<file path="src/hdl/cmadr_pkg.sv">
// Package of constants and carriers for the core memory addressing block
package cmadr_pkg;

    // ------------------------------------------------------------
    // Memory map
    // ------------------------------------------------------------
    localparam int          CMADR_PROG_SPACE   = 65536;
    localparam int          CMADR_PROG_DEFAULT = 8192;
    localparam int          CMADR_PROG_MID     = 4096;
    localparam int          CMADR_PROG_SMALL   = 2048;
    localparam logic [15:0] CMADR_FACTORY_BASE = 16'h1e00;
    localparam int          CMADR_RAM_BYTES    = 256;
    localparam logic [7:0]  CMADR_UPPER_BASE   = 8'h80;
    localparam logic [7:0]  CMADR_BIT_BYTE_LO  = 8'h20;
    localparam logic [7:0]  CMADR_BIT_SFR_BASE = 8'h80;

    // ------------------------------------------------------------
    // Special function register offsets and reset values
    // ------------------------------------------------------------
    localparam logic [7:0]  CMADR_SFR_STACK_TOP   = 8'h81;
    localparam logic [7:0]  CMADR_SFR_STATUS_WORD = 8'hd0;
    localparam logic [7:0]  CMADR_SFR_STORE_CTL   = 8'h8f;
    localparam logic [7:0]  CMADR_STACK_RESET     = 8'h07;
    localparam logic [7:0]  CMADR_STATUS_RESET    = 8'h00;
    localparam logic [7:0]  CMADR_STORE_RESET     = 8'h00;
    localparam int          CMADR_BANK_LSB        = 3;
    localparam int          CMADR_STORE_WEN_BIT   = 0;

    // ------------------------------------------------------------
    // Opcodes
    // ------------------------------------------------------------
    localparam logic [7:0]  CMADR_OP_NOP_ALT = 8'ha5;
    localparam logic [7:0]  CMADR_OP_NOP     = 8'h00;

    // ------------------------------------------------------------
    // Operation kinds
    // ------------------------------------------------------------
    typedef enum logic [3:0] {
        CMADR_OP_IDLE     = 4'h0,
        CMADR_OP_DIRECT   = 4'h1,
        CMADR_OP_INDEXED  = 4'h2,
        CMADR_OP_BANKREG  = 4'h3,
        CMADR_OP_BIT      = 4'h4,
        CMADR_OP_PUSH     = 4'h5,
        CMADR_OP_POP      = 4'h6,
        CMADR_OP_REL      = 4'h7,
        CMADR_OP_PAGE     = 4'h8,
        CMADR_OP_FULL     = 4'h9,
        CMADR_OP_EXT_MOVE = 4'ha,
        CMADR_OP_CODE     = 4'hb
    } cmadr_op_t;

    typedef struct packed {
        cmadr_op_t   op;
        logic        wr;
        logic [7:0]  addr;
        logic [7:0]  wdata;
        logic [15:0] next_pc;
        logic [15:0] target;
        logic [7:0]  opcode;
    } cmadr_req_t;

    typedef struct packed {
        logic        valid;
        logic [7:0]  rdata;
        logic        bit_val;
        logic [15:0] branch_pc;
        logic        prog_wr;
        logic [15:0] prog_addr;
        logic        fault;
    } cmadr_rsp_t;

endpackage

</file>
<file path="src/hdl/cmadr_core.sv">
// Memory addressing, data RAM, stack pointer and status word of the core
`timescale 1ns/10ps
// Notes on behaviour
// - Relative branch adds signed 8-bit displacement to next-instruction address.
// - Direct addresses 0x00-0x7F hit RAM, 0x80-0xFF hit special registers.
// - Short forms replace low 11 bits of next address, staying in page.
// - Long forms use the full 16-bit target anywhere in program memory.
// - Opcode 0xA5 behaves as no operation, with no side effects.
// - Program addresses decode across a 64k-byte space.
// - Largest variant program store spans 0x0000 through 0x1FFF contiguously.
// - Program store size is a parameter: 8192, 4096 or 2048 bytes.
// - Program writes happen only by external move with store write enable set.
// - RAM holds 256 bytes; lower 128 reachable directly and indirectly.
// - Above 0x7F indirect hits upper RAM, direct hits special registers.
// - Bytes 0x00-0x1F are four eight-register banks chosen by status bits 3,4.
// - Indexed operands use only registers 0 and 1 of the active bank.
// - Bytes 0x20-0x2F give 128 bits, bit address 8*(byte-0x20)+position.
// - Bit versus byte access depends only on the operation kind.
// - Push writes at pointer plus one, then increments the pointer.
// - Reset loads the stack pointer with 0x07; first push lands at 0x08.
// - Stack may live anywhere in 256-byte RAM, reached indirectly.
// - Special registers at addresses ending 0x0 or 0x8 are bit addressable.
module cmadr_core
    import cmadr_pkg::*;
#(
    parameter int PROG_BYTES = CMADR_PROG_DEFAULT
) (
    input  wire logic        I_CLK,
    input  wire logic        I_RSTN,
    input  wire logic        I_CE,
    input  wire cmadr_req_t  I_REQ,
    input  wire logic        I_REQ_VALID,
    output cmadr_rsp_t       O_RSP,
    output logic [7:0]       O_STACK_TOP,
    output logic [1:0]       O_BANK
);

    // ------------------------------------------------------------
    // Parameter check
    // ------------------------------------------------------------
    if (PROG_BYTES != CMADR_PROG_DEFAULT && PROG_BYTES != CMADR_PROG_MID &&
        PROG_BYTES != CMADR_PROG_SMALL) begin : g_bad_prog_bytes
        $error("PROG_BYTES must be 8192, 4096 or 2048");
    end

    localparam logic [16:0] PROG_LIMIT = 17'(PROG_BYTES);

    // ------------------------------------------------------------
    // Storage
    // ------------------------------------------------------------
    logic [7:0] ram_reg [CMADR_RAM_BYTES];
    logic [7:0] stack_top_pointer_reg;
    logic [7:0] program_status_word_reg;
    logic [7:0] program_store_control_reg;

    // ------------------------------------------------------------
    // Decode functions
    // ------------------------------------------------------------
    function automatic logic is_sfr_direct(input logic [7:0] a);
        return a >= CMADR_UPPER_BASE;
    endfunction

    function automatic logic [7:0] bank_reg_addr(input logic [1:0] bank,
                                                 input logic [2:0] idx);
        return {3'h0, bank, idx};
    endfunction

    // Bit address to byte address; position is the low three address bits
    function automatic logic [7:0] bit_byte(input logic [7:0] b);
        if (b < CMADR_UPPER_BASE) begin
            return CMADR_BIT_BYTE_LO + {4'h0, b[6:3]};
        end
        return {b[7:3], 3'h0};
    endfunction

    // ------------------------------------------------------------
    // Operation decode
    // ------------------------------------------------------------
    logic op_bit;
    logic op_push;
    logic op_pop;
    logic op_ext_move;
    logic op_code;

    assign op_bit      = (I_REQ.op == CMADR_OP_BIT);
    assign op_push     = (I_REQ.op == CMADR_OP_PUSH);
    assign op_pop      = (I_REQ.op == CMADR_OP_POP);
    assign op_ext_move = (I_REQ.op == CMADR_OP_EXT_MOVE);
    assign op_code     = (I_REQ.op == CMADR_OP_CODE);

    // ------------------------------------------------------------
    // Combinational address resolution
    // ------------------------------------------------------------
    logic [1:0] bank;
    logic [7:0] index_val;
    logic [7:0] eff_addr;
    logic       eff_sfr;
    logic       is_nop;

    assign bank = program_status_word_reg[CMADR_BANK_LSB +: 2];
    assign index_val = ram_reg[bank_reg_addr(bank, {2'h0, I_REQ.addr[0]})];
    assign is_nop = (I_REQ.opcode == CMADR_OP_NOP_ALT) ||
                    (I_REQ.opcode == CMADR_OP_NOP);

    always_comb begin
        eff_addr = I_REQ.addr;
        eff_sfr  = 1'b0;
        unique case (I_REQ.op)
            CMADR_OP_DIRECT: begin
                eff_sfr = is_sfr_direct(I_REQ.addr);
            end
            CMADR_OP_INDEXED: begin
                eff_addr = index_val;
            end
            CMADR_OP_BANKREG: begin
                eff_addr = bank_reg_addr(bank, I_REQ.addr[2:0]);
            end
            CMADR_OP_BIT: begin
                eff_addr = bit_byte(I_REQ.addr);
                eff_sfr  = is_sfr_direct(I_REQ.addr);
            end
            CMADR_OP_PUSH: begin
                eff_addr = stack_top_pointer_reg + 8'h01;
            end
            CMADR_OP_POP: begin
                eff_addr = stack_top_pointer_reg;
            end
            default: begin
                eff_addr = I_REQ.addr;
            end
        endcase
    end

    // Special register read mux
    logic [7:0] sfr_rdata;
    always_comb begin
        unique case (eff_addr)
            CMADR_SFR_STACK_TOP:   sfr_rdata = stack_top_pointer_reg;
            CMADR_SFR_STATUS_WORD: sfr_rdata = program_status_word_reg;
            CMADR_SFR_STORE_CTL:   sfr_rdata = program_store_control_reg;
            default:               sfr_rdata = 8'h00;
        endcase
    end

    logic [7:0] rd_byte;
    logic       bit_ok;
    logic       do_op;
    assign rd_byte = eff_sfr ? sfr_rdata : ram_reg[eff_addr];
    assign bit_ok  = !is_sfr_direct(I_REQ.addr) ||
                     ((bit_byte(I_REQ.addr) & 8'h07) == 8'h00);
    assign do_op   = I_CE && I_REQ_VALID && !is_nop;

    // Bit write value merged into the byte
    logic [7:0] bit_merged;
    for (genvar gi = 0; gi < 8; gi++) begin : g_bit_lane
        assign bit_merged[gi] = (I_REQ.addr[2:0] == 3'(gi)) ? I_REQ.wdata[0]
                                                            : rd_byte[gi];
    end

    logic       wr_en;
    logic [7:0] wr_val;
    always_comb begin
        wr_en  = 1'b0;
        wr_val = I_REQ.wdata;
        unique case (I_REQ.op)
            CMADR_OP_DIRECT, CMADR_OP_INDEXED, CMADR_OP_BANKREG: begin
                wr_en = I_REQ.wr;
            end
            CMADR_OP_BIT: begin
                wr_en  = I_REQ.wr && bit_ok;
                wr_val = bit_merged;
            end
            CMADR_OP_PUSH: begin
                wr_en = 1'b1;
            end
            default: begin
                wr_en = 1'b0;
            end
        endcase
    end

    // ------------------------------------------------------------
    // Write strobes
    // ------------------------------------------------------------
    logic ram_wr;
    logic spec_wr;
    logic stack_wr;
    logic status_wr;
    logic store_wr;

    assign ram_wr    = do_op && wr_en && !eff_sfr;
    assign spec_wr   = do_op && wr_en && eff_sfr;
    assign stack_wr  = spec_wr && (eff_addr == CMADR_SFR_STACK_TOP);
    assign status_wr = spec_wr && (eff_addr == CMADR_SFR_STATUS_WORD);
    assign store_wr  = spec_wr && (eff_addr == CMADR_SFR_STORE_CTL);

    // ------------------------------------------------------------
    // Data RAM
    // ------------------------------------------------------------
    always_ff @(posedge I_CLK) begin
        if (ram_wr) begin
            ram_reg[eff_addr] <= wr_val;
        end
    end

    // ------------------------------------------------------------
    // Stack pointer
    // ------------------------------------------------------------
    always_ff @(posedge I_CLK or negedge I_RSTN) begin
        if (!I_RSTN) begin
            stack_top_pointer_reg <= CMADR_STACK_RESET;
        end else if (do_op) begin
            if (op_push) begin
                stack_top_pointer_reg <= stack_top_pointer_reg + 8'h01;
            end else if (op_pop) begin
                stack_top_pointer_reg <= stack_top_pointer_reg - 8'h01;
            end else if (stack_wr) begin
                stack_top_pointer_reg <= wr_val;
            end
        end
    end

    // ------------------------------------------------------------
    // Status word and store control
    // ------------------------------------------------------------
    always_ff @(posedge I_CLK or negedge I_RSTN) begin
        if (!I_RSTN) begin
            program_status_word_reg <= CMADR_STATUS_RESET;
        end else if (status_wr) begin
            program_status_word_reg <= wr_val;
        end
    end

    always_ff @(posedge I_CLK or negedge I_RSTN) begin
        if (!I_RSTN) begin
            program_store_control_reg <= CMADR_STORE_RESET;
        end else if (store_wr) begin
            program_store_control_reg <= wr_val;
        end
    end

    // ------------------------------------------------------------
    // Branch and program address
    // ------------------------------------------------------------
    logic [15:0] branch_pc;
    logic [15:0] rel_ext;
    assign rel_ext = {{8{I_REQ.addr[7]}}, I_REQ.addr};
    always_comb begin
        unique case (I_REQ.op)
            CMADR_OP_REL:  branch_pc = I_REQ.next_pc + rel_ext;
            CMADR_OP_PAGE: branch_pc = {I_REQ.next_pc[15:11], I_REQ.target[10:0]};
            CMADR_OP_FULL: branch_pc = I_REQ.target;
            default:       branch_pc = I_REQ.next_pc;
        endcase
    end

    logic prog_in_range;
    logic prog_wr;
    logic bit_fault;
    logic range_fault;
    assign prog_in_range = {1'b0, I_REQ.target} < PROG_LIMIT;
    assign prog_wr       = op_ext_move && I_REQ.wr &&
                           program_store_control_reg[CMADR_STORE_WEN_BIT] &&
                           prog_in_range;
    assign bit_fault     = op_bit && !bit_ok;
    assign range_fault   = (op_ext_move || op_code) && !prog_in_range;

    // ------------------------------------------------------------
    // Response valid
    // ------------------------------------------------------------
    logic rsp_valid_reg;
    always_ff @(posedge I_CLK or negedge I_RSTN) begin
        if (!I_RSTN) begin
            rsp_valid_reg <= 1'b0;
        end else if (I_CE) begin
            rsp_valid_reg <= I_REQ_VALID;
        end
    end

    // ------------------------------------------------------------
    // Response data
    // ------------------------------------------------------------
    logic [7:0] rsp_rdata_reg;
    logic       rsp_bit_reg;
    always_ff @(posedge I_CLK or negedge I_RSTN) begin
        if (!I_RSTN) begin
            rsp_rdata_reg <= 8'h00;
            rsp_bit_reg   <= 1'b0;
        end else if (I_CE) begin
            rsp_rdata_reg <= do_op ? rd_byte : 8'h00;
            rsp_bit_reg   <= do_op && rd_byte[I_REQ.addr[2:0]];
        end
    end

    // ------------------------------------------------------------
    // Branch target
    // ------------------------------------------------------------
    logic [15:0] rsp_branch_reg;
    always_ff @(posedge I_CLK or negedge I_RSTN) begin
        if (!I_RSTN) begin
            rsp_branch_reg <= 16'h0000;
        end else if (I_CE) begin
            rsp_branch_reg <= branch_pc;
        end
    end

    // ------------------------------------------------------------
    // Program store write
    // ------------------------------------------------------------
    logic        rsp_prog_wr_reg;
    logic [15:0] rsp_prog_addr_reg;
    always_ff @(posedge I_CLK or negedge I_RSTN) begin
        if (!I_RSTN) begin
            rsp_prog_wr_reg   <= 1'b0;
            rsp_prog_addr_reg <= 16'h0000;
        end else if (I_CE) begin
            rsp_prog_wr_reg   <= do_op && prog_wr;
            rsp_prog_addr_reg <= I_REQ.target;
        end
    end

    // ------------------------------------------------------------
    // Fault
    // ------------------------------------------------------------
    logic rsp_fault_reg;
    always_ff @(posedge I_CLK or negedge I_RSTN) begin
        if (!I_RSTN) begin
            rsp_fault_reg <= 1'b0;
        end else if (I_CE) begin
            rsp_fault_reg <= do_op && (bit_fault || range_fault);
        end
    end

    // ------------------------------------------------------------
    // Outputs
    // ------------------------------------------------------------
    assign O_RSP       = '{valid:     rsp_valid_reg,
                           rdata:     rsp_rdata_reg,
                           bit_val:   rsp_bit_reg,
                           branch_pc: rsp_branch_reg,
                           prog_wr:   rsp_prog_wr_reg,
                           prog_addr: rsp_prog_addr_reg,
                           fault:     rsp_fault_reg};
    assign O_STACK_TOP = stack_top_pointer_reg;
    assign O_BANK      = program_status_word_reg[CMADR_BANK_LSB +: 2];

endmodule // cmadr_core

</file>
<file path="config.mk">
export PLATFORM = sky130hd
export DESIGN_NAME = cmadr_core
export DESIGN_NICKNAME = d
export VERILOG_FILES = /design/src/hdl/cmadr_pkg.sv /design/src/hdl/cmadr_core.sv
export SDC_FILE = /design/constraint.sdc
export NUM_CORES = 2
export LEC_CHECK = 0
export ABC_AREA = 1
export BUFFER_PORTS_ARGS = -buffer_cell sky130_fd_sc_hd__buf_2
export CELL_PAD_IN_SITES_DETAIL_PLACEMENT = 0
export CELL_PAD_IN_SITES_GLOBAL_PLACEMENT = 1
export CORE_UTILIZATION = 50
export DETAILED_ROUTE_END_ITERATION = 10
export HOLD_SLACK_MARGIN = 0.05
export PLACE_DENSITY_LB_ADDON = 0.1
export SETUP_SLACK_MARGIN = 0.2
export SLEW_MARGIN = 25
export SYNTH_ARGS = -nofsm -noshare
export SYNTH_HDL_FRONTEND = slang
export SYNTH_SLANG_ARGS = --single-unit
</file>
<file path="constraint.sdc">
create_clock -name I_CLK -period 10.1 [get_ports I_CLK]
set_input_delay 1.01 -clock I_CLK [delete_from_list [all_inputs] [get_ports I_CLK]]
set_output_delay 1.01 -clock I_CLK [all_outputs]
set_load 0.01 [all_outputs]
</file>
==> metrics <==
row cnt roughly 160; crit start category flip-flop; CTS tree yes; clock share of power between 30% and 40%; Total Power 0.02022 W; fraction of layout cells with a size suffix above 1 slightly below 7%; Synth Area per Inst 9.941 µm²; Final Max Slew Viols 0; routed len/inst 23.31 µm; worst path required time 10.65 ns; DRT Pass-1 Iters 6; FILL cells between 15000 and 20000; vias in the first global route between 60000 and 70000; crit path DAT about 7.7 ns; worst slew pin tran roughly 1.1 ns; I/O Buffers 118; GP Congestion 0.8803; Worst Slack Setup Final between 2 and 3 ns; Yosys top cell area share about two thirds; remaining antenna violation count 0; CTS hold repair buffers 0; CTS Buf Count roughly 220; H-tree Lvls 4; post-DP HPWL approximately 160 mm; number of synthesized flops with an enable pin roughly 2000; # IOs 119; total of max-cap violations 0; DRC 0; FF+latch count, synth roughly 2100; net switching power figure roughly 0.0053 W; setup violators final 0; area of the die roughly 190000 µm²; worst-case vdd ir drop 0.1913 mV; final clock skew around 0.038 ns; final setup TNS 0 ns; Netlist cell types between 40 and 50; Post-synth top flop edfxtp_1; initial antenna violation count 7; max reg flops between 2000 and 2500; Netlist Area Pre-Place 92240 µm²; post-synthesis async set-or-reset flop share under 10%; # clock sinks 2116; Logic pwr share between 10% and 20%; run status finished clean; period utilization a little under three quarters; Post-Syn Nets 9361; worst slack at placement roughly 2.2 ns; Crit Path Max Fanout around 150; Routed WL roughly 280 mm; global route overflow 0; area grow syn2layout 10.98%; die height 431.5 µm; Ys Warns 0; CTS clk-pin slew, worst paths ~0.060 ns; CP Capture Type flip-flop; final hold vios 0; Die Wd between 400 and 500 µm; Resize count post-CTS 0; Clock Tree Buf Depth 3; Worst Path Class, Setup reg -> reg; Mapped Cells 9278; register area share after synthesis 68.52%; Iter 0 DRT Violations 7213; part of the power in registers 48.3%; # Post-CTS Setup Buffers 0; Worst Hold Class in -> async; Synth area leader edfxtp_1; first-pass GRT wire length 408.4 mm; power per cell area around 200 nW/µm²; nets 9323; Net Sw Frac about a quarter; Worst-Skew Late Latency 0.88 ns; RSZ-0062 raised after global routing no; clock root buffer clkbuf_16; DR vias ~65000; via/cell ratio approximately 5.5; Worst slew margin 27.15%; internal power ~0.015 W; effective utilization at floorplan 50.38%; P_leak 41.80 nW; core area approximately 180000 µm²; min cycle time layout approximately 7.2 ns; GRT Util Overall 29.63%; fmax approximately 0.14 GHz; Area contributors post-synth edfxtp_1 67%, nand2_1 21%, nand3_1 2.9%, nor2_1 2.2%, dfrtp_1 1.8%; largest net degree at the start of global routing about 180
## placed cells by master (no fill, tap or decap), types with 7 or more instances in the layout
master and count:
a221oi_1 13, o211ai_1 17, clkinv_1 57, dfrtp_1 65, buf_4 85, nor2_1 532, o21ai_0 130, edfxtp_1 2048
buf_12 50, inv_2 23, clkbuf_16 222, bufinv_16 22, inv_1 118, inv_6 7, nor3_1 8, clkbuf_1 46
o21ai_1 67, buf_2 118, nor2_2 10, a21oi_1 71, a31oi_1 7, nand3_1 528, clkinv_2 46, nand2_2 18
ha_1 17, nand2_1 5026
## final timing paths
path / startpoint / end / slack [ns] / cells after the start
setup / recovery: program_status_word_reg[4] / ram_reg[65][1] / 2.91 / 21
hold / removal: I_RSTN / O_STACK_TOP[5] / 0.19 / 2
setup reg to reg: program_status_word_reg[4] / ram_reg[65][1] / 2.91 / 21
hold reg to reg: rsp_prog_addr_reg[6] / rsp_prog_addr_reg[6] / 0.47 / 2
max in group asynchronous: I_RSTN / O_STACK_TOP[0] / 9.27 / 3
min in group I_CLK: I_REQ[14] / rsp_prog_addr_reg[6] / 0.34 / 3
## synthesized netlist by cell type (7+ instances only)
cell type	instances
nand2_1	5047
edfxtp_1	2048
nor2_1	535
nand3_1	528
buf_2	318
clkbuf_1	140
o21ai_0	132
inv_1	118
a21oi_1	72
dfrtp_1	65
o21ai_1	65
inv_2	25
buf_4	23
buf_1	19
ha_1	17
o211ai_1	17
a221oi_1	13
buf_6	11
nor3_1	8
a31oi_1	7
nor2_2	7
## layer usage
metal	share of wire, %	up-vias	wire, µm	global-route usage, %
li1	-	30510	-	-
met1	42	31580	117300	42.17
met2	46	2727	127500	46.44
met3	8.3	438	23140	4.742
met4	3.4	0	9490	10.12
met5	0	-	0	0
## power by group through the flow
stage                     clock network (W)  registers (W)  logic [W]
after floorplan                           0        0.00999    0.00147
after global placement                    0        0.00994    0.00240
after detailed placement                  0        0.00994    0.00241
after CTS                           0.00812        0.00976    0.00242
after global routing                0.00844        0.00976    0.00265
final                               0.00804        0.00976    0.00242
## kinds of logic after synthesis
family          count (synthesis)  synth area share, %
xor+xnor                        2              0.01899
flops                        2116                68.52
buf+inv                       657                3.291
compound gates                331                1.997
fa+ha+maj                      18               0.2523
simple gates                 6154                25.92
## critical path: stages (launching register included)
cell and delay [ns]:
dfrtp_1 0.66, clkinv_1 0.50, nand3_1 0.22, nand3_1 0.19, nand2_8 0.41, nand2_8 0.46
buf_12 0.43, nand2_1 0.17, nand2_1 0.07, nand2_1 0.06, nand2_1 0.08, nand2_1 0.07
nand2_1 0.09, o21ai_1 0.47, nand2_1 0.10, nor2_1 0.39, nand3_1 0.36, o21bai_1 0.49
nand2_1 0.10, nand2_1 0.15, nand2_4 0.53, buf_12 0.46
## area by class of cell
cell class	instances	area, µm²	area share [%]
diodes	4	10.01	0.009779
multi-input cells	6505	26170	25.57
inverters	146	576.8	0.5635
clock buffers	270	5756	5.623
well taps	2464	3083	3.012
repair buffers	253	2230	2.178
clock inverters	141	1330	1.299
flip-flops and latches	2116	63200	61.75
## per-stage QoR
step	utilization [%]	instances	area, µm²	hold slack, ns
after floorplan	-	9278	92240	0.4431
after detailed placement	52.02	11480	95240	0.4534
after global placement	52.02	11480	95230	0.4483
after CTS	55.89	11890	102300	0.2839
final	55.91	11900	102400	0.1939
after global routing	55.91	11900	102400	0.2160
Note: power is estimated with default switching activity, not from simulation.
